### src/logic/mocr_pkg.sv
package mocr_pkg;

  // Register port addresses
  localparam logic [7:0] MOCR_ADDR_R2_OFFSET = 8'h72;
  localparam logic [7:0] MOCR_ADDR_CONFIG_TWO = 8'h73;

  // Power-on defaults
  localparam logic [7:0] MOCR_RST_R2_OFFSET = 8'h00;
  localparam logic [7:0] MOCR_RST_CONFIG_TWO = 8'h00;
  localparam logic [7:0] MOCR_RDATA_NONE = 8'h00;

  // Field positions in config_two
  localparam int MOCR_BIT_PRES_EN = 0;
  localparam int MOCR_BIT_FAN_ONE = 1;
  localparam int MOCR_BIT_FAN_TWO = 2;
  localparam int MOCR_BIT_FAN_THREE = 3;
  localparam int MOCR_BIT_AVG_OFF = 4;
  localparam int MOCR_BIT_DIV_BYP = 5;
  localparam int MOCR_BIT_SINGLE = 6;

  // Widths
  localparam int MOCR_FANS = 3;
  localparam int MOCR_VCH = 4;
  localparam int MOCR_TEMP_W = 10;
  localparam int MOCR_CODE_W = 4;

  // Converter channel codes
  localparam logic [3:0] MOCR_CH_FIRST = 4'h0;
  localparam logic [3:0] MOCR_CH_LAST = 4'h9;
  localparam logic [3:0] MOCR_CH_STEP = 4'h1;

  // Offset scaling: shift applied for each range setting
  localparam int MOCR_SHIFT_FINE = 1;
  localparam int MOCR_SHIFT_COARSE = 2;

  // Settings driven out to the measurement path
  typedef struct packed {
    logic fan_presence_detect_enable;
    logic measurement_averaging_off;
    logic [3:0] input_divider_bypass;
    logic single_channel_conversion;
  } mocr_ctrl_s;

  // Corrected remote-2 result
  typedef struct packed {
    logic valid;
    logic [9:0] temp;
  } mocr_temp_s;

endpackage : mocr_pkg

### src/logic/mocr_sync.sv
`timescale 1ns/1ps
module mocr_sync
  import mocr_pkg::*;
#(
  parameter int W = 1
) (
  // Clock and reset
  input wire logic ref_clk,
  input wire logic rst,
  // Asynchronous level in, filtered level out
  input wire logic [W-1:0] async_in,
  output logic [W-1:0] level_out
);

  // Refused at elaboration, before any logic is built
  if (W < 1) begin : g_bad_width
    $error("mocr_sync: W must be at least 1");
  end

  typedef struct packed {
    logic [W-1:0] s1;
    logic [W-1:0] s2;
    logic [W-1:0] s3;
    logic [W-1:0] val;
  } mocr_sync_s;

  mocr_sync_s st_q;
  mocr_sync_s st_d;

  // First stage is read only by the second stage
  always_comb begin
    st_d = st_q;
    st_d.s1 = async_in;
    st_d.s2 = st_q.s1;
    st_d.s3 = st_q.s2;
    for (int i = 0; i < W; i++) begin
      if (st_q.s2[i] == st_q.s3[i]) begin
        st_d.val[i] = st_q.s3[i];
      end
    end
  end

  always_ff @(posedge ref_clk) begin
    if (rst) begin
      st_q <= '0;
    end else begin
      st_q <= st_d;
    end
  end

  assign level_out = st_q.val;

endmodule : mocr_sync

### src/logic/mocr_regs.sv
// Notes on behaviour
// - Remote-2 offset is added to every remote-2 measurement before storing.
// - Offset range and resolution follow bit 1 of configuration five.
// - Lock bit set makes offset and config_two read-only; writes dropped.
// - Presence enable set makes bits 3..1 show four-wire fan presence.
// - Bits 1..3 read-only, each 1 when its fan has four wires.
// - Averaging-off bit turns averaging off, measurements about sixteen times faster.
// - Divider bypass bit bypasses attenuators on the four voltage inputs.
// - Each voltage attenuator also bypassable alone via configuration four bits.
// - Single-channel bit stops cycling and converts one selected input continuously.
// - Single-channel input comes from fan-one speed high byte bits 7..4.
`timescale 1ns/1ps
module mocr_regs
  import mocr_pkg::*;
#(
  parameter int TEMP_W = MOCR_TEMP_W,
  parameter int FANS = MOCR_FANS
) (
  // Clock and reset
  input wire logic ref_clk,
  input wire logic rst,
  // Register port from the serial bus engine
  input wire logic [7:0] reg_addr,
  input wire logic reg_wr,
  input wire logic reg_rd,
  input wire logic [7:0] reg_wdata,
  output logic [7:0] reg_rdata,
  output logic reg_rvalid,
  // Settings held in neighbouring registers
  input wire logic config_lock,
  input wire logic offset_range_coarse,
  input wire logic [3:0] channel_divider_bypass,
  input wire logic [3:0] single_channel_select,
  // Fan presence sense pins
  input wire logic [2:0] fan_four_wire_sense,
  // Converter handshake
  input wire logic single_channel_conversion_done,
  output logic [3:0] single_channel_conversion_channel,
  // Remote-2 measurement in and corrected result out
  input wire logic remote2_raw_valid,
  input wire logic [9:0] remote2_raw_temp,
  output mocr_temp_s remote2_result,
  // Settings to the measurement path
  output mocr_ctrl_s ctrl
);

  // Saturation limits and field map assume these sizes
  if (TEMP_W != MOCR_TEMP_W) begin : g_bad_temp_w
    $error("mocr_regs: TEMP_W other than 10 not supported");
  end
  if (FANS != MOCR_FANS) begin : g_bad_fans
    $error("mocr_regs: FANS other than 3 not supported");
  end

  typedef struct packed {
    logic [7:0] offset;
    logic pres_en;
    logic [2:0] present;
    logic avg_off;
    logic div_byp;
    logic single;
    logic [3:0] channel;
    logic [7:0] rdata;
    logic rvalid;
    logic [9:0] temp;
    logic temp_valid;
  } mocr_regs_s;

  localparam logic [10:0] SAT_MAX = 11'h1ff;
  localparam logic [10:0] SAT_MIN = 11'h600;
  localparam logic [9:0] TEMP_MAX = 10'h1ff;
  localparam logic [9:0] TEMP_MIN = 10'h200;

  mocr_regs_s st_q;
  mocr_regs_s st_d;
  logic [2:0] sense_level;
  logic [9:0] offset_scaled;
  logic [10:0] temp_sum;
  logic [7:0] cfg_read;
  logic wr_ok;

  // Pins are asynchronous to ref_clk
  mocr_sync #(
    .W(MOCR_FANS)
  ) u_sense_sync (
    .ref_clk(ref_clk),
    .rst(rst),
    .async_in(fan_four_wire_sense),
    .level_out(sense_level)
  );

  // Lock blocks both registers at once
  assign wr_ok = reg_wr & ~config_lock;

  // Coarse range gives 1 degree steps, fine range half degree steps
  always_comb begin
    if (offset_range_coarse) begin
      offset_scaled = {st_q.offset, 2'b00};
    end else begin
      offset_scaled = {st_q.offset[7], st_q.offset, 1'b0};
    end
  end

  // Sign-extended add; saturate rather than wrap past full scale
  assign temp_sum = {remote2_raw_temp[9], remote2_raw_temp}
    + {offset_scaled[9], offset_scaled};

  // Read view of config_two
  always_comb begin
    cfg_read = MOCR_RST_CONFIG_TWO;
    cfg_read[MOCR_BIT_PRES_EN] = st_q.pres_en;
    cfg_read[MOCR_BIT_FAN_ONE] = st_q.present[0];
    cfg_read[MOCR_BIT_FAN_TWO] = st_q.present[1];
    cfg_read[MOCR_BIT_FAN_THREE] = st_q.present[2];
    cfg_read[MOCR_BIT_AVG_OFF] = st_q.avg_off;
    cfg_read[MOCR_BIT_DIV_BYP] = st_q.div_byp;
    cfg_read[MOCR_BIT_SINGLE] = st_q.single;
  end

  always_comb begin
    st_d = st_q;

    // Register writes
    if (wr_ok && reg_addr == MOCR_ADDR_R2_OFFSET) begin
      st_d.offset = reg_wdata;
    end
    if (wr_ok && reg_addr == MOCR_ADDR_CONFIG_TWO) begin
      st_d.pres_en = reg_wdata[MOCR_BIT_PRES_EN];
      st_d.avg_off = reg_wdata[MOCR_BIT_AVG_OFF];
      st_d.div_byp = reg_wdata[MOCR_BIT_DIV_BYP];
      st_d.single = reg_wdata[MOCR_BIT_SINGLE];
    end

    // Presence bits ignore writes; they read zero while detection is off
    if (st_q.pres_en) begin
      st_d.present = sense_level;
    end else begin
      st_d.present = '0;
    end

    // Read data one cycle after the strobe
    st_d.rvalid = reg_rd;
    if (reg_rd) begin
      unique case (reg_addr)
        MOCR_ADDR_R2_OFFSET: begin
          st_d.rdata = st_q.offset;
        end
        MOCR_ADDR_CONFIG_TWO: begin
          st_d.rdata = cfg_read;
        end
        default: begin
          st_d.rdata = MOCR_RDATA_NONE;
        end
      endcase
    end

    // Converter channel sequencing
    if (st_q.single) begin
      st_d.channel = single_channel_select;
    end else if (single_channel_conversion_done) begin
      if (st_q.channel >= MOCR_CH_LAST) begin
        st_d.channel = MOCR_CH_FIRST;
      end else begin
        st_d.channel = st_q.channel + MOCR_CH_STEP;
      end
    end

    // Corrected remote-2 result
    st_d.temp_valid = remote2_raw_valid;
    if (remote2_raw_valid) begin
      if ($signed(temp_sum) > $signed(SAT_MAX)) begin
        st_d.temp = TEMP_MAX;
      end else if ($signed(temp_sum) < $signed(SAT_MIN)) begin
        st_d.temp = TEMP_MIN;
      end else begin
        st_d.temp = temp_sum[9:0];
      end
    end
  end

  always_ff @(posedge ref_clk) begin
    if (rst) begin
      st_q.offset <= MOCR_RST_R2_OFFSET;
      st_q.pres_en <= MOCR_RST_CONFIG_TWO[MOCR_BIT_PRES_EN];
      st_q.present <= '0;
      st_q.avg_off <= MOCR_RST_CONFIG_TWO[MOCR_BIT_AVG_OFF];
      st_q.div_byp <= MOCR_RST_CONFIG_TWO[MOCR_BIT_DIV_BYP];
      st_q.single <= MOCR_RST_CONFIG_TWO[MOCR_BIT_SINGLE];
      st_q.channel <= MOCR_CH_FIRST;
      st_q.rdata <= MOCR_RDATA_NONE;
      st_q.rvalid <= 1'b0;
      st_q.temp <= '0;
      st_q.temp_valid <= 1'b0;
    end else begin
      st_q <= st_d;
    end
  end

  // Outputs
  assign reg_rdata = st_q.rdata;
  assign reg_rvalid = st_q.rvalid;
  assign single_channel_conversion_channel = st_q.channel;
  assign remote2_result.valid = st_q.temp_valid;
  assign remote2_result.temp = st_q.temp;
  assign ctrl.fan_presence_detect_enable = st_q.pres_en;
  // Averaging count itself lives in the converter
  assign ctrl.measurement_averaging_off = st_q.avg_off;
  // Global bypass or per-channel bypass, either suffices
  assign ctrl.input_divider_bypass =
    {MOCR_VCH{st_q.div_byp}} | channel_divider_bypass;
  assign ctrl.single_channel_conversion = st_q.single;

endmodule : mocr_regs

### config.mk
export PLATFORM = sky130hd
export DESIGN_NAME = mocr_regs
export DESIGN_NICKNAME = d
export VERILOG_FILES = /design/src/logic/mocr_pkg.sv /design/src/logic/mocr_sync.sv /design/src/logic/mocr_regs.sv
export SDC_FILE = /design/constraint.sdc
export NUM_CORES = 1
export LEC_CHECK = 0
export ABC_AREA = 1
export BUFFER_PORTS_ARGS = -buffer_cell sky130_fd_sc_hd__buf_2
export CAP_MARGIN = 10
export CORE_UTILIZATION = 30
export DETAILED_ROUTE_END_ITERATION = 8
export SYNTH_ARGS = -nofsm -noshare
export SYNTH_HDL_FRONTEND = slang
export SYNTH_SLANG_ARGS = --single-unit
### constraint.sdc
create_clock -name ref_clk -period 2.8 [get_ports ref_clk]
set_clock_uncertainty 0.2 [all_clocks]
set_input_delay 0.56 -clock ref_clk [delete_from_list [all_inputs] [get_ports ref_clk]]
set_output_delay 0.56 -clock ref_clk [all_outputs]
set_load 0.01 [all_outputs]
==> results_tabular.tex <==
\begin{tabular}{lr}
\hline
Metric & Value \\
\hline
\multicolumn{2}{l}{\textbf{Floorplanning}} \\
Standard-cell rows & 34 \\
Num ports & 76 \\
Die span in y & 98.1 um \\
Area inside the core boundary & 8850 um2 \\
Overall die width & 98.1 um \\
DIE AREA & 9630 um2 \\
Starting utilization of the core area & 0.313 \\
\multicolumn{2}{l}{\textbf{Power}} \\
Net switching power of the design & 393 uW \\
Seq pwr share & 0.543 \\
Total power divided by cell area & approximately 450 nW/um2 \\
Combinational Power Share & 0.132 \\
Largest vdd supply drop & 250 uV \\
Cell internal pwr & 1.01 mW \\
Clock Power Share & 0.325 \\
Sw frac & 0.279 \\
Leakage component of the power & 1.54 nW \\
Power after layout & around 1.4 mW \\
\multicolumn{2}{l}{\textbf{Worst hold path}} \\
Worst hold-check path type & flop to flop \\
\multicolumn{2}{l}{\textbf{STA}} \\
Final Hold Vio Count & 0 \\
Upper clock frequency limit & 407 MHz \\
Final Critical Period & roughly 2500 ps \\
Count of final max-slew check failures & 0 \\
Number of setup violations in the final report & 0 \\
Worst max-slew margin expressed relative to the limit & 0.622 \\
Slew @ Worst Pin & roughly 570 ps \\
Part of the cycle the worst path needs & 0.877 \\
Unrepaired setup endpoints after global routing & no \\
Aggregate negative setup slack & 0 ps \\
\multicolumn{2}{l}{\textbf{Outcome}} \\
Violated checks & design-rule violations \\
Status & finished with violations \\
\multicolumn{2}{l}{\textbf{Critical path}} \\
Largest driver fanout on the critical path & 15 \\
Cell-by-cell trace of the critical path & buf\_2 > nor2\_1 > ha\_1 > fa\_1 > nand3\_1 > nand3\_1 > nand2\_1 > nand2\_1 > nand2\_1 > nand2\_1 > inv\_1 > nand2\_4 > nand2\_1 > nand2\_1 > a21oi\_2 \\
Cell with the largest stage delay on the worst path & fa\_1 \\
Top cell by count, worst path & nand2\_1 \\
Data arrival, critical path & 2500 ps \\
Biggest cell delay along the critical path & about 420 ps \\
Crit. End Element & flop \\
Buffers plus inverters on the worst setup path & 2 \\
Data required time at the worst endpoint & between 2000 and 3000 ps \\
Crit path launch type & primary input \\
Cell family with most CP delay & simple AND/OR/NAND/NOR gates \\
Critical setup path kind & primary input to flop \\
\multicolumn{2}{l}{\textbf{Route}} \\
Total wirelength of the detailed-routed design & 6210 um \\
Detail-routed via count per cell & 4.45 \\
Via count & 2,385 \\
Initial drt markers & 86 \\
Antenna Violating Nets Remaining & 0 \\
Count of TritonRoute iterations in the first routing pass & 6 \\
Post-detailed-route wirelength per cell & around 12 um \\
Detailed-route DRC error count & 4 \\
\multicolumn{2}{l}{\textbf{Clock network}} \\
Clock transition at the registers of the reported paths & 100 ps \\
Post-CTS Resized & 0 \\
Number of buffers between clock root and the deepest sink & 2 \\
Clock sink count & 51 \\
Postcts setup bufs & 0 \\
Root buf cell & clkbuf\_8 \\
Number of buffers inserted for hold repair after clock tree synthesis & 0 \\
TritonCTS clock tree & done \\
Insertion delay to the later sink of the worst-skew pair & 310 ps \\
Number of buffers created by CTS & 5 \\
Number of levels the H-tree was split into & 2 \\
\multicolumn{2}{l}{\textbf{Synth}} \\
Number of distinct library cells after synthesis & 35 \\
Post-synthesis cell area & 2770 um2 \\
Largest cells by area after synthesis & dfxtp\_1, nand2\_1, inv\_1 \\
Share of Yosys cell area claimed by the top area cell type & 0.368 \\
Net count of the mapped netlist & 437 \\
Cells after Synth & 379 \\
Sequential area share after synthesis & 0.368 \\
Mean cell area of the mapped netlist & 7.32 um2 \\
Biggest area consumer among synthesized cells & dfxtp\_1 \\
Total of flip-flops plus latches after synthesis & 51 \\
Total number of yosys warnings & 0 \\
\multicolumn{2}{l}{\textbf{Cells and area}} \\
Total of fill cells in the finished design & 959 \\
Area growth syn-to-layout & 13.6\% \\
Number of nets in the finished design & between 400 and 500 \\
Highest-count cells in the layout ignoring fill and taps & buf\_2, nand2\_1, inv\_1, dfxtp\_1, nor2\_1 \\
Fraction of final layout cells sized beyond drive strength 1 & 0.264 \\
Final core utilization & 0.356 \\
Most common cell after layout, fill and taps aside & buf\_2 \\
Diodes inserted & 0 \\
\multicolumn{2}{l}{\textbf{Job}} \\
Reported max-cap violation count & 0 \\
\multicolumn{2}{l}{\textbf{GRT}} \\
Pin count of the biggest net entering global routing & 30 \\
Global-route wire length before repair & roughly 10,000 um \\
Vias in the first global route & 2,204 \\
Number of antenna violations at the first check in global routing & 0 \\
GRT Overall Usage & 0.133 \\
GRT Residual Overflow & 0 \\
\multicolumn{2}{l}{\textbf{Placement}} \\
Buffers on Ports & 75 \\
Final HPWL from detailed placement & 4900 um \\
Routability congestion estimate & approximately 0.82 \\
\hline
\end{tabular}
area by class of cell:
cell class,count,area [um2],area share
clock inverters,3,28.8,0.00913
inverters,58,218,0.0691
clock buffers,5,68.8,0.0218
multi-input cells,235,1300,0.411
well taps,108,135,0.0429
repair buffers,76,383,0.122
flip-flops and latches,51,1020,0.324
synthesized netlist by cell type:
| master | n |
|---|---|
| or2_2 | 4 |
| o22ai_1 | 4 |
| nand2_1 | 65 |
| nor3b_1 | 1 |
| nor2_1 | 35 |
| nor2_4 | 1 |
| xnor2_1 | 2 |
| nor2_2 | 1 |
| clkbuf_1 | 6 |
| a21oi_4 | 1 |
| nand3b_1 | 1 |
| inv_1 | 55 |
| nand2_2 | 8 |
| buf_1 | 1 |
| nand3_1 | 9 |
| or2_1 | 1 |
| a31oi_1 | 5 |
| a21oi_2 | 6 |
| o31ai_1 | 1 |
| nand3_2 | 3 |
| buf_2 | 1 |
| a211oi_1 | 3 |
| o21ai_0 | 34 |
| dfxtp_1 | 51 |
| nand2_4 | 1 |
| nor3b_2 | 1 |
| inv_2 | 3 |
| buf_6 | 1 |
| nand4_1 | 4 |
| buf_4 | 26 |
| fa_1 | 1 |
| ha_1 | 12 |
| a21oi_1 | 25 |
| xor2_1 | 4 |
| o21ai_1 | 2 |
worst paths after layout:
path | cells past startpoint | startpoint | slack (ps) | endpoint
hold / removal | 2 | u_sense_sync.st_d[7] | 210 | u_sense_sync.st_d[4]
setup reg to reg | 15 | st_q[31] | 390 | remote2_result[2]
hold reg to reg | 2 | u_sense_sync.st_d[7] | 210 | u_sense_sync.st_d[4]
setup / recovery | 15 | offset_range_coarse | 340 | remote2_result[2]
state kept, by name, summed over array words and instances (netlist names), 4 cells and up:
signal and cells:
cfg_read 4, reg_rdata 8, remote2_result 11, single_channel_conversion_channel 4, st_q 8, u_sense_sync.st_d 6
per-layer routing:
metal,share of wire,vias up,GRT usage
met4,0.0056,0,0.0321
met3,0.056,2,0.0336
met2,0.43,66,0.208
met5,0,-,0
li1,-,1277,-
met1,0.51,1040,0.183
logic make-up after synthesis:
family,synth area share
AO/OA/AOI/OAI,0.166
XOR/XNOR,0.0190
adder cells (fa/ha/maj),0.0614
buffers and inverters,0.164
flip-flops,0.368
AND/OR/NAND/NOR,0.221
metrics by stage:
step / cells / setup slack [ps] / cell area [um2] / hold WS, ps
final: 536 / 345 / 3150 / 212
after global routing: 536 / 177 / 3150 / 237
after CTS: 536 / 360 / 3150 / 216
after detailed placement: 528 / 38.2 / 3050 / 195
after global placement: 528 / 121 / 3050 / 199
after floorplan: 379 / 180 / 2770 / 188
power by group through the flow:
stage	combinational, mW	sequential [mW]	clock [mW]
final	0.186	0.763	0.458
after global routing	0.211	0.767	0.505
after CTS	0.188	0.764	0.474
after detailed placement	0.187	0.780	0
after global placement	0.186	0.780	0
after floorplan	0.136	0.778	0
worst min-delay path, cell delays in order, from the launching register on:
cell and delay (ps):
dfxtp_1 310, inv_1 40, nor2_1 30
(Power assumes the default switching activity.)
